<file path="src/dids_pkg.sv">
// constants for the identification and status register bank
// assumes register commands are already decoded from the serial link
package dids_pkg;
   // register addresses
   localparam logic [7:0] ADDR_IDENTITY = 8'h00;
   localparam logic [7:0] ADDR_STATUS   = 8'h01;
   // reset value of the status register
   localparam logic [7:0] STATUS_RESET  = 8'h80;
   // status field positions
   localparam int POS_POWER_ON_FLAG     = 7;
   localparam int POS_NOT_READY         = 6;
   localparam int POS_POS_TOP_RAIL      = 5;
   localparam int POS_POS_BOTTOM_RAIL   = 4;
   localparam int POS_NEG_TOP_RAIL      = 3;
   localparam int POS_NEG_BOTTOM_RAIL   = 2;
   localparam int POS_REF_LOW_THIRD     = 1;
   localparam int POS_REF_ABSENT        = 0;
   // identification fields, value arbitrary
   localparam logic [2:0] MODEL_ID_DEFAULT = 3'h6;
   // reserved upper identity bits, value arbitrary
   localparam logic [4:0] ID_RESERVED_VAL  = 5'h00;
   // monitor vector width, one bit per status flag 5..0
   localparam int MON_W = 6;
   // monitor flag reset value
   localparam logic [5:0] MON_RESET = 6'h00;
endpackage : dids_pkg

</file>
<file path="src/dids_regs.sv">
// identification and status registers of the converter
// assumes monitor comparators are asynchronous and enables come from config logic
module dids_regs
   import dids_pkg::*;
#(
   parameter logic [2:0] MODEL_IDENTIFIER = MODEL_ID_DEFAULT
)
(
   // clock and reset
   input  wire logic       i_clk_sys,
   input  wire logic       i_rst_n,
   // decoded register commands
   input  wire logic       i_register_read_command,
   input  wire logic       i_register_write_command,
   input  wire logic [7:0] i_reg_addr,
   input  wire logic [7:0] i_reg_wdata,
   // device events
   input  wire logic       i_por_event,
   input  wire logic       i_startup_done,
   // analog monitor comparators, asynchronous
   input  wire logic       i_pos_out_near_top_rail,
   input  wire logic       i_pos_out_near_bottom_rail,
   input  wire logic       i_neg_out_near_top_rail,
   input  wire logic       i_neg_out_near_bottom_rail,
   input  wire logic       i_reference_low_third,
   input  wire logic       i_reference_absent,
   // monitor enables
   input  wire logic       i_rail_monitor_enable,
   input  wire logic [1:0] i_reference_monitor_enable,
   // read answer
   output logic [7:0]      o_reg_rdata,
   output logic            o_reg_rvalid,
   // flag copy for the rest of the device
   output logic            o_power_on_flag
);

   typedef struct packed {
      logic [MON_W-1:0] sync1;
      logic [MON_W-1:0] sync2;
      logic [MON_W-1:0] sync3;
      logic [MON_W-1:0] mon;
      logic             power_on_flag;
      logic [7:0]       rdata;
      logic             rvalid;
   } dids_state_t;

   dids_state_t      state;
   dids_state_t      next_state;
   logic             rst_meta;
   logic             rst_sync;
   logic [MON_W-1:0] mon_raw;
   logic [MON_W-1:0] mon_mask;
   logic [7:0]       status_value;
   logic [7:0]       identity_value;
   logic             status_write;
   logic             por_clear;

   // reset release through two flops
   always_ff @(posedge i_clk_sys or negedge i_rst_n)
   begin
      if (!i_rst_n)
      begin
         rst_meta <= 1'b0;
         rst_sync <= 1'b0;
      end
      else
      begin
         rst_meta <= 1'b1;
         rst_sync <= rst_meta;
      end
   end

   // monitor inputs in status bit order, and their enable mask
   assign mon_raw  = {i_pos_out_near_top_rail, i_pos_out_near_bottom_rail,
                      i_neg_out_near_top_rail, i_neg_out_near_bottom_rail,
                      i_reference_low_third, i_reference_absent};
   assign mon_mask = {{4{i_rail_monitor_enable}},
                      i_reference_monitor_enable[1],
                      i_reference_monitor_enable[0]};

   // register views
   always_comb
   begin
      identity_value = {ID_RESERVED_VAL, MODEL_IDENTIFIER};
      status_value   = 8'h00;
      status_value[POS_POWER_ON_FLAG] = state.power_on_flag;
      status_value[POS_NOT_READY]     = ~i_startup_done;
      status_value[POS_POS_TOP_RAIL]    = state.mon[POS_POS_TOP_RAIL];
      status_value[POS_POS_BOTTOM_RAIL] = state.mon[POS_POS_BOTTOM_RAIL];
      status_value[POS_NEG_TOP_RAIL]    = state.mon[POS_NEG_TOP_RAIL];
      status_value[POS_NEG_BOTTOM_RAIL] = state.mon[POS_NEG_BOTTOM_RAIL];
      status_value[POS_REF_LOW_THIRD]   = state.mon[POS_REF_LOW_THIRD];
      status_value[POS_REF_ABSENT]      = state.mon[POS_REF_ABSENT];
   end

   // write decode: only the flag bit of status is writable
   assign status_write = i_register_write_command && (i_reg_addr == ADDR_STATUS);
   assign por_clear    = status_write && !i_reg_wdata[POS_POWER_ON_FLAG];

   // next state
   always_comb
   begin
      next_state       = state;
      next_state.sync1 = mon_raw;
      next_state.sync2 = state.sync1;
      next_state.sync3 = state.sync2;
      // accept a change once the later stages agree, then gate
      for (int i = 0; i < MON_W; i++)
      begin
         if (state.sync2[i] == state.sync3[i])
         begin
            next_state.mon[i] = state.sync3[i] & mon_mask[i];
         end
         else
         begin
            next_state.mon[i] = state.mon[i] & mon_mask[i];
         end
      end
      // set wins over clear
      if (i_por_event)
      begin
         next_state.power_on_flag = 1'b1;
      end
      else if (por_clear)
      begin
         next_state.power_on_flag = 1'b0;
      end
      // read answer one cycle after the command
      next_state.rvalid = i_register_read_command;
      if (i_register_read_command)
      begin
         case (i_reg_addr)
            ADDR_IDENTITY: next_state.rdata = identity_value;
            ADDR_STATUS:   next_state.rdata = status_value;
            default:       next_state.rdata = 8'h00;
         endcase
      end
   end

   // state register
   always_ff @(posedge i_clk_sys or negedge rst_sync)
   begin
      if (!rst_sync)
      begin
         state               <= '0;
         state.sync1         <= MON_RESET;
         state.sync2         <= MON_RESET;
         state.sync3         <= MON_RESET;
         state.mon           <= MON_RESET;
         state.power_on_flag <= STATUS_RESET[POS_POWER_ON_FLAG];
      end
      else
      begin
         state <= next_state;
      end
   end

   // outputs
   assign o_reg_rdata     = state.rdata;
   assign o_reg_rvalid    = state.rvalid;
   assign o_power_on_flag = state.power_on_flag;

   // checks
   a_por_clear: assert property (@(posedge i_clk_sys) disable iff (!rst_sync)
      (por_clear && !i_por_event) |=> !o_power_on_flag)
      else $error("flag not cleared by write of zero");
   a_por_hold: assert property (@(posedge i_clk_sys) disable iff (!rst_sync)
      (o_power_on_flag && !por_clear) |=> o_power_on_flag)
      else $error("flag dropped without clear");
   a_por_rise_cause: assert property (@(posedge i_clk_sys) disable iff (!rst_sync)
      $rose(o_power_on_flag) |-> $past(i_por_event))
      else $error("flag set without event");
   a_reset_value: assert property (@(posedge i_clk_sys) disable iff (!rst_sync)
      $rose(rst_sync) |-> (o_power_on_flag && status_value[5:0] == 6'h00))
      else $error("status reset value wrong");
   a_ready_read: assert property (@(posedge i_clk_sys) disable iff (!rst_sync)
      (i_register_read_command && i_reg_addr == ADDR_STATUS)
      |=> (o_reg_rvalid && o_reg_rdata[6] == !$past(i_startup_done)))
      else $error("ready bit wrong");
   a_id_model: assert property (@(posedge i_clk_sys) disable iff (!rst_sync)
      (i_register_read_command && i_reg_addr == ADDR_IDENTITY)
      |=> o_reg_rdata[2:0] == MODEL_IDENTIFIER)
      else $error("model identifier wrong");
   a_id_reserved: assert property (@(posedge i_clk_sys) disable iff (!rst_sync)
      (i_register_read_command && i_reg_addr == ADDR_IDENTITY)
      |=> o_reg_rdata[7:3] == ID_RESERVED_VAL)
      else $error("reserved identity bits changed");
   a_rail_gate: assert property (@(posedge i_clk_sys) disable iff (!rst_sync)
      (!i_rail_monitor_enable)[*2] |-> status_value[5:2] == 4'h0)
      else $error("rail flag shown while disabled");
   a_ref_gate: assert property (@(posedge i_clk_sys) disable iff (!rst_sync)
      (i_reference_monitor_enable == 2'h0)[*2] |-> status_value[1:0] == 2'h0)
      else $error("reference flag shown while disabled");
   a_pos_top: assert property (@(posedge i_clk_sys) disable iff (!rst_sync)
      (i_pos_out_near_top_rail && i_rail_monitor_enable)[*4] |=> status_value[5])
      else $error("positive top rail flag missed");
   a_pos_bottom: assert property (@(posedge i_clk_sys) disable iff (!rst_sync)
      (i_pos_out_near_bottom_rail && i_rail_monitor_enable)[*4] |=> status_value[4])
      else $error("positive bottom rail flag missed");
   a_neg_top: assert property (@(posedge i_clk_sys) disable iff (!rst_sync)
      (!i_neg_out_near_top_rail)[*4] |=> !status_value[3])
      else $error("negative top rail flag stuck");
   a_neg_bottom: assert property (@(posedge i_clk_sys) disable iff (!rst_sync)
      (i_neg_out_near_bottom_rail && i_rail_monitor_enable)[*4] |=> status_value[2])
      else $error("negative bottom rail flag missed");
   a_ref_third: assert property (@(posedge i_clk_sys) disable iff (!rst_sync)
      (i_reference_low_third && i_reference_monitor_enable[1])[*4] |=> status_value[1])
      else $error("reference third flag missed");
   a_ref_absent: assert property (@(posedge i_clk_sys) disable iff (!rst_sync)
      (!i_reference_absent)[*4] |=> !status_value[0])
      else $error("reference absent flag stuck");

   // scenarios
   c_por_cleared: cover property (@(posedge i_clk_sys) disable iff (!rst_sync)
      $fell(o_power_on_flag));
   c_id_read: cover property (@(posedge i_clk_sys) disable iff (!rst_sync)
      i_register_read_command && i_reg_addr == ADDR_IDENTITY);
   c_rail_flag: cover property (@(posedge i_clk_sys) disable iff (!rst_sync)
      $rose(status_value[5]));
   c_ref_flag: cover property (@(posedge i_clk_sys) disable iff (!rst_sync)
      $rose(status_value[0]));
   c_set_wins: cover property (@(posedge i_clk_sys) disable iff (!rst_sync)
      i_por_event && por_clear);

endmodule : dids_regs

</file>
<file path="config.mk">
export PLATFORM = sky130hd
export DESIGN_NAME = dids_regs
export DESIGN_NICKNAME = d
export VERILOG_FILES = /design/src/dids_pkg.sv /design/src/dids_regs.sv
export SDC_FILE = /design/constraint.sdc
export NUM_CORES = 1
export LEC_CHECK = 0
export BUFFER_PORTS_ARGS = -buffer_cell sky130_fd_sc_hd__buf_2
export CAP_MARGIN = 20
export CORE_MARGIN = 4
export CORE_UTILIZATION = 48
export DETAILED_ROUTE_END_ITERATION = 8
export HOLD_SLACK_MARGIN = 0.08
export PLACE_DENSITY = 0.73
export SLEW_MARGIN = 5
export SYNTH_ARGS = -nofsm -noshare
export SYNTH_HDL_FRONTEND = slang
export SYNTH_SLANG_ARGS = --single-unit
</file>
<file path="constraint.sdc">
create_clock -name i_clk_sys -period 1.8 [get_ports i_clk_sys]
set_clock_uncertainty 0.2 [all_clocks]
set_input_delay 0.36 -clock i_clk_sys [delete_from_list [all_inputs] [get_ports i_clk_sys]]
set_output_delay 0.36 -clock i_clk_sys [all_outputs]
set_load 0.005 [all_outputs]
</file>
## Yosys cells after proc, flatten, opt, wreduce, memory -nomap -nowiden

Index checks and enable logic that the tools add are counted.

| word-level totals | value |
|---|---|
| register bits | 36 |
| input port bits | 31 |
| output and inout bits | 10 |
| word-level logic and storage cells | 43 |

| operators by class | value |
|---|---|
| eq/ne operators | 7 |
| multiplexer cells | 9 |
| bitwise gates (word level) | 13 |
| reductions and logical operators | 5 |

Operator list:

| cell | count |
|---|---|
| 8-bit case mux with 2 select lines | 1 |
| 1-bit bitwise AND | 12 |
| 8-bit by 1-bit equality test with 1-bit output, second input constant | 1 |
| 8-bit logical NOT | 1 |
| 1-bit two-way mux | 8 |
| 1-bit equality test | 6 |
| 1-bit logical AND | 2 |
| 2-bit nonzero test | 1 |
| 1-bit logical NOT | 1 |
| 1-bit inverter | 1 |

## Logic depth before layout (Yosys ltp)

Gate-level depths: netlist of the first run.

| logic depth | value |
|---|---|
| depth after elaboration | 5 |
| gate-level depth with buffers | 4 |

## Worst setup path after synthesis of the first run

OpenSTA, ideal clock, no wires.

| path | value |
|---|---|
| path kind | input to register |
| from | input i_reg_addr[5] |
| to | register state (netlist bit o_power_on_flag) |
| arrival time | 1535 ps |
| data required time | 1520 ps |
| setup slack | -15 ps |
| cell stages on the path | 4 |
| buffers on the path | 1 |
| cells stage by stage | or4_1 or3_1 buf_6 o22a_1 |

| between the ends | value |
|---|---|
| longest elaborated chain between the ends | 4 |

Ends and longest elaborated chain:

| what | RTL line | text |
|---|---|---|
| from (decl) | dids_regs.sv:15 | `input wire logic [7:0] i_reg_addr,` |
| 8-bit by 1-bit equality test with 1-bit output | dids_regs.sv:97 | `assign status_write = i_register_write_command && (i_reg_addr == ADDR_STATUS);` |
| 1-bit logical AND | dids_regs.sv:97 |  |
| 1-bit logical AND | dids_regs.sv:98 | `assign por_clear = status_write && !i_reg_wdata[POS_POWER_ON_FLAG];` |
| 2-bit nonzero test (no line) | n/a |  |
| to (signal assigned) | dids_regs.sv:154 | `state <= next_state;` |
| to (decl) | dids_regs.sv:47 | `dids_state_t state;` |

No other way between the ends.
A chain may end at the register's enable or synchronous reset.

## Final worst setup path of the first run

Ends and elaborated chain as after synthesis.

==> results_dict.tcl, run 1 <==
set metrics [dict create \
    htree_levels 2 \
    synth-seq-cells 36 \
    path_delay_family "simple AND/OR/NAND/NOR gates" \
    grt_start_max_net_pins 25 \
    holdWs_ps 110.8 \
    synthAdderAreaFrac_pct 0 \
    cts.sinks 36 \
    worst-path-stages 4 \
    synth_compound_gate_area_share_pct 12.49 \
    hold_start "i_register_write_command" \
    worst-path-max-fanout 7 \
    setup_violations 0 \
    p_int_uw 1085 \
    switching_share_pct 20.70 \
    rsz0062_at_grt "no" \
    drt.antenna.violating_nets 0 \
    cts.clk_slew.worst_paths_ps 90 \
    crit_slowest_cell "or4_1" \
    power_density_mw_per_mm2 861.2 \
    cts_tree "built" \
    routedWlPerCell_um 11.08 \
    yosys_warnings 0 \
    critPathLaunchType "input port" \
    syn-cell-area_mm2 0.001252 \
    diodes 0 \
    syn_to_final_growth_pct 26.87 \
    synth-simple-area-share_pct 6.494 \
    die_width_um 59.08 \
    dieArea_mm2 0.003490 \
    postLayoutCellArea_mm2 0.001589 \
    crit_arrival_ps 1680 \
    viasPerCell 4.616 \
    drtIter0Drc 13 \
    max_clock_freq_mhz 613.4 \
    initial_core_util_pct 50.56 \
    clk_latency_ps 320 \
    r2r_setup_slack_ps 550 \
    p_seq_share_pct 62.4 \
    synth_xor_area_share_pct 0 \
    dpl.hpwl_um 1395 \
    syn_inst 97 \
    syn-num-nets 128 \
    rows 18 \
    end_kind "register" \
    synthMuxAreaShare_pct 0 \
    die_h_um 59.08 \
    leakage_uw 0.0007545 \
    p_switching_uw 283.2 \
    placedInstanceArea_mm2 0.001400 \
    coreArea_mm2 0.002477 \
    clockBufferDepth 2 \
    drc 0 \
    critical-path-max-stage-delay_ps 520 \
    io_pins 41 \
    fin_crit_sh_pct 90.57 \
    ff2ff_path_depth 1 \
    maxSlewViolCount 0 \
    max_cap_viol_count 0 \
    worstPathCellList "buf_2, or4_1, or3_1, o22a_1" \
    cp_num_buf_inv 1 \
    post-route-min-period_ps 1630 \
    worstReg2RegStart "rst_sync$_DFF_PN0_" \
    stdcell_count 172 \
    vias 794 \
    ys_seq_area_share_pct 72.03 \
    hold_viol 0 \
    gr-total-overflow 0 \
    clockPowerShare_pct 30.9 \
    grt_pass1_vias 818 \
    holdPathStages 3 \
    cp.required_ps 1850 \
    ir_worst_vdd_mv 0.6583 \
    drive_gt1_share_pct 30.99 \
    yosys.cell_types.count 18 \
    worstHoldPathType "input port to register" \
    grt_pass1_wl_um 3491 \
    wl_um 1906 \
    status "complete, no violations" \
    gp_congestion 0.6831 \
    cts_buffers 5 \
    timing.rr.end "next_state[23]$_DFF_PN0_" \
    fillers 210 \
    syn_area_per_cell_um2 12.91 \
    combPwrFrac_pct 6.7 \
    crit_type "input port to register" \
    port_buffers 33 \
    first_pass_iters 4 \
    placed_cells 151 \
    synth_top_family_by_area "compound AO/OA/AOI/OAI gates" \
    grt_use_total_pct 13.29 \
    holdPathEnd "o_power_on_flag$_DFFE_PN1P_" \
    cts_resized 0 \
    layout.nets 172 \
    cts_root_buffer "clkbuf_4" \
    antenna_found_initial 0 \
]
[state kept, by name, indices dropped and copies added, names as in the netlist]
name,cells
next_state,12
o_power_on_flag,1
o_reg_rdata,8
o_reg_rvalid,1
rst_meta,1
rst_sync,1
state,12
[layout by cell type (no fill, tap or decap), drive strengths merged]
master,instances
a21boi,6
buf,34
clkbuf,8
conb,1
dfrtp,35
dfstp,1
dlygate4sd3,13
inv,9
nand2,12
nand2b,1
nor2,1
o21ai,8
o22a,1
o22ai,8
or2,1
or3,2
or4,1
[cells by family (layout without fill, tap and decap cells)]
logic type      Yosys count  in the layout
flops                    36             36
compound gates           23             23
buf+inv                  19             64
simple gates             18             18
other cells               1              1
[stage by stage]
step / util (%) / total power (µW) / TNS, ps / setup WS [ps]
global placement: 56.52 / 937.1 / -675.3 / -149.2
detailed placement: 56.52 / 942.8 / -800.4 / -165.8
CTS: 64.14 / 1388 / 0 / 191.1
floorplan: - / 899.6 / 0 / 27.16
global route: 64.14 / 1454 / 0 / 160.7
finish: 64.14 / 1368 / 0 / 169.8
[worst max path at each step]
stage,from,endpoint,slack (ps)
after detailed placement,i_reg_addr[5],o_power_on_flag$_DFFE_PN1P_,-170
after global placement,i_reg_addr[5],o_power_on_flag$_DFFE_PN1P_,-150
after floorplan,i_reg_addr[5],o_power_on_flag$_DFFE_PN1P_,30
final,i_reg_addr[5],o_power_on_flag$_DFFE_PN1P_,170
after global routing,i_reg_addr[5],o_power_on_flag$_DFFE_PN1P_,160
after CTS,i_reg_addr[5],o_power_on_flag$_DFFE_PN1P_,190
[power by group through the flow]
stage / registers (µW) / clock network [µW] / logic, µW
3_5_place_dp: 876 / 0 / 66.9
3_3_place_gp: 873 / 0 / 63.9
6_report: 855 / 422 / 91.5
4_1_cts: 855 / 440 / 93.4
5_1_grt: 859 / 489 / 106
2_1_floorplan: 877 / 0 / 22.2
[layer usage]
metal / vias up / routed length, µm / GRT usage (%) / share of wire, %
met5: - / 0 / 0 / 0
met3: 0 / 166 / 5.882 / 8.7
met4: 0 / 0 / 3.883 / 0
met2: 25 / 959 / 20.66 / 50
met1: 372 / 780 / 16.83 / 41
li1: 397 / - / - / -
[cells in the mapped netlist]
cell,n,area (µm²)
a21boi_0,6,45.04
buf_4,8,60.06
buf_6,1,11.26
clkbuf_1,1,3.750
conb_1,1,3.750
dfrtp_1,35,875.8
dfstp_2,1,26.28
inv_1,9,33.78
nand2_1,12,45.04
nand2b_1,1,6.260
nor2_1,1,3.750
o21ai_0,8,40.04
o22a_1,1,8.760
o22ai_1,6,37.54
o22ai_2,2,25.02
or2_2,1,6.260
or3_1,2,12.51
or4_1,1,7.510
[what timing repair did]
action,CTS,global route
hold buffers,13,0
buffers inserted,0,0
hold endpoints to repair,22,0
[layout make-up]
| class | count | area, µm² | share of cell area (%) |
|---|---|---|---|
| clock buffers | 8 | 58.81 | 3.701 |
| inverters | 9 | 33.78 | 2.126 |
| multi-input cells | 42 | 241.5 | 15.20 |
| flip-flops and latches | 36 | 902.1 | 56.77 |
| well taps | 30 | 37.54 | 2.362 |
| repair buffers | 47 | 315.3 | 19.84 |
Note: power is estimated with default switching activity, not from simulation.
==> inputs of run 2 (changes only) <==
--- a/config.mk
+++ b/config.mk
@@ -8,10 +8,10 @@
 export BUFFER_PORTS_ARGS = -buffer_cell sky130_fd_sc_hd__buf_2
 export CAP_MARGIN = 20
 export CORE_MARGIN = 4
-export CORE_UTILIZATION = 48
+export CORE_UTILIZATION = 52
 export DETAILED_ROUTE_END_ITERATION = 8
 export HOLD_SLACK_MARGIN = 0.08
-export PLACE_DENSITY = 0.73
+export PLACE_DENSITY = 0.79
 export SLEW_MARGIN = 5
 export SYNTH_ARGS = -nofsm -noshare
 export SYNTH_HDL_FRONTEND = slang
==> constraint.sdc (replaced) <==
create_clock -name i_clk_sys -period 1.9 [get_ports i_clk_sys]
set_clock_uncertainty 0.2 [all_clocks]
set_input_delay 0.38 -clock i_clk_sys [delete_from_list [all_inputs] [get_ports i_clk_sys]]
set_output_delay 0.38 -clock i_clk_sys [all_outputs]
set_load 0.005 [all_outputs]
==> run 2 against run 1 <==
Sequential share of layout area is 2.4 points higher. Flip-flop and latch count unchanged. Total power is 6.3% lower. Non-clock buffer count down 5. Worst setup slack better by 8.3 ps. Largest cell class unchanged. Critical path depth did not move. Register-to-register slack improved by 300 ps. Via count shrank 0.38%. Clock-buffer cell count stayed put. Die area decreased by 6.7%.
==> results_dict.tcl, run 2 (same netlist as run 1, synthesis figures left out) <==
set metrics [dict create \
    status "complete, no violations" \
    maxSlewViolCount 0 \
    end_kind "register" \
    initial_core_util_pct 55.55 \
    routedWlPerCell_um 12.51 \
    cts.sinks 36 \
    rows 17 \
    setup_violations 0 \
    crit_arrival_ps 1770 \
    die_h_um 57.08 \
    worstHoldPathType "register to asynchronous set/reset pin" \
    cts_resized 0 \
    grt_pass1_vias 831 \
    stdcell_count 165 \
    cp.required_ps 1950 \
    wl_um 2064 \
    clk_latency_ps 310 \
    coreArea_mm2 0.002255 \
    placed_cells 149 \
    leakage_uw 0.0007290 \
    fin_crit_sh_pct 90.63 \
    layout.nets 167 \
    antenna_found_initial 0 \
    hold_viol 0 \
    vias 791 \
    worst-path-max-fanout 7 \
    cts_buffers 5 \
    holdWs_ps 76.99 \
    critPathLaunchType "input port" \
    power_density_mw_per_mm2 841.7 \
    io_pins 41 \
    drive_gt1_share_pct 32.12 \
    htree_levels 2 \
    clockBufferDepth 2 \
    max_cap_viol_count 0 \
    first_pass_iters 4 \
    port_buffers 33 \
    cts_root_buffer "clkbuf_4" \
    dpl.hpwl_um 1518 \
    mostFrequentLayoutCell "dfrtp_1" \
    drt.antenna.violating_nets 0 \
    dp_slack_ps -160.0 \
    cts_tree "built" \
    grt_pass1_wl_um 3822 \
    drtIter0Drc 15 \
    post-route-min-period_ps 1722 \
    grt_start_max_net_pins 30 \
    syn_to_final_growth_pct 21.68 \
    crit_type "input port to register" \
    placedInstanceArea_mm2 0.001385 \
    gp_congestion 0.7305 \
    cts.clk_slew.worst_paths_ps 90 \
    final_cell_mix "dfrtp_1, buf_2, nand2_1" \
    viasPerCell 4.794 \
    rsz0062_at_grt "no" \
    grt_use_total_pct 15.54 \
    postLayoutCellArea_mm2 0.001524 \
    dieArea_mm2 0.003258 \
    diodes 0 \
    power.total_uw 1283 \
    die_width_um 57.08 \
    max_clock_freq_mhz 580.7 \
    ir_worst_vdd_mv 0.6479 \
    fillers 180 \
    worst_slack_ps 178.1 \
    gr-total-overflow 0 \
    drc 0 \
]
[run 2: timing repair]
action / in CTS / in global routing
hold buffers: 8 / 0
endpoints found under the setup margin: 0 / 0
hold endpoints to repair: 13 / 0
setup buffers: 0 / 0
[run 2: power breakdown]
part / switching, µW / leakage (µW) / total, µW / internal, µW
combinational: 37.2 / 0.000250 / 77.1 / 39.9
clock: 213 / 0.0000326 / 396 / 183
sequential: 13.5 / 0.000446 / 810 / 796
[run 2: worst max-delay path, stage by stage]
cell and delay (ps):
buf_2 100, or4_1 540, or3_1 510, o22a_1 240
[run 2: cell type report]
cell class / count / area (µm²) / area share, %
tap: 28 / 35.03 / 2.299
multi-input combinational: 42 / 241.5 / 15.85
inverter: 9 / 33.78 / 2.217
timing repair buffer: 42 / 252.7 / 16.58
clock buffer: 8 / 58.81 / 3.859
sequential: 36 / 902.1 / 59.20
[run 2: path summary, 6_finish.rpt]
kind | from | to | slack (ps) | depth (start not counted)
worst max-delay path | i_reg_addr[5] | o_power_on_flag$_DFFE_PN1P_ | 180 | 4
worst min-delay path | rst_sync$_DFF_PN0_ | next_state[19]$_DFF_PN0_ | 80 | 1
worst max register to register | rst_sync$_DFF_PN0_ | next_state[27]$_DFF_PN0_ | 850 | 1
worst min register to register | rst_sync$_DFF_PN0_ | next_state[19]$_DFF_PN0_ | 80 | 1
max in group asynchronous | rst_sync$_DFF_PN0_ | next_state[27]$_DFF_PN0_ | 850 | 1
min in group i_clk_sys | i_reference_monitor_enable[1] | state[11]$_DFF_PN0_ | 100 | 2
[run 2: per-stage QoR]
step           setup TNS [ps]  utilization (%)
2_1_floorplan               0                -
3_3_place_gp           -342.8            61.43
3_5_place_dp           -645.9            61.43
4_1_cts                     0            67.59
5_1_grt                     0            67.59
6_report                    0            67.59
[run 2: routing by layer]
layer / track usage, % / wire (µm)
met1: 17.60 / 776
met2: 25.94 / 1143
met3: 6.787 / 135
met4: 5.960 / 9
met5: 0 / 0
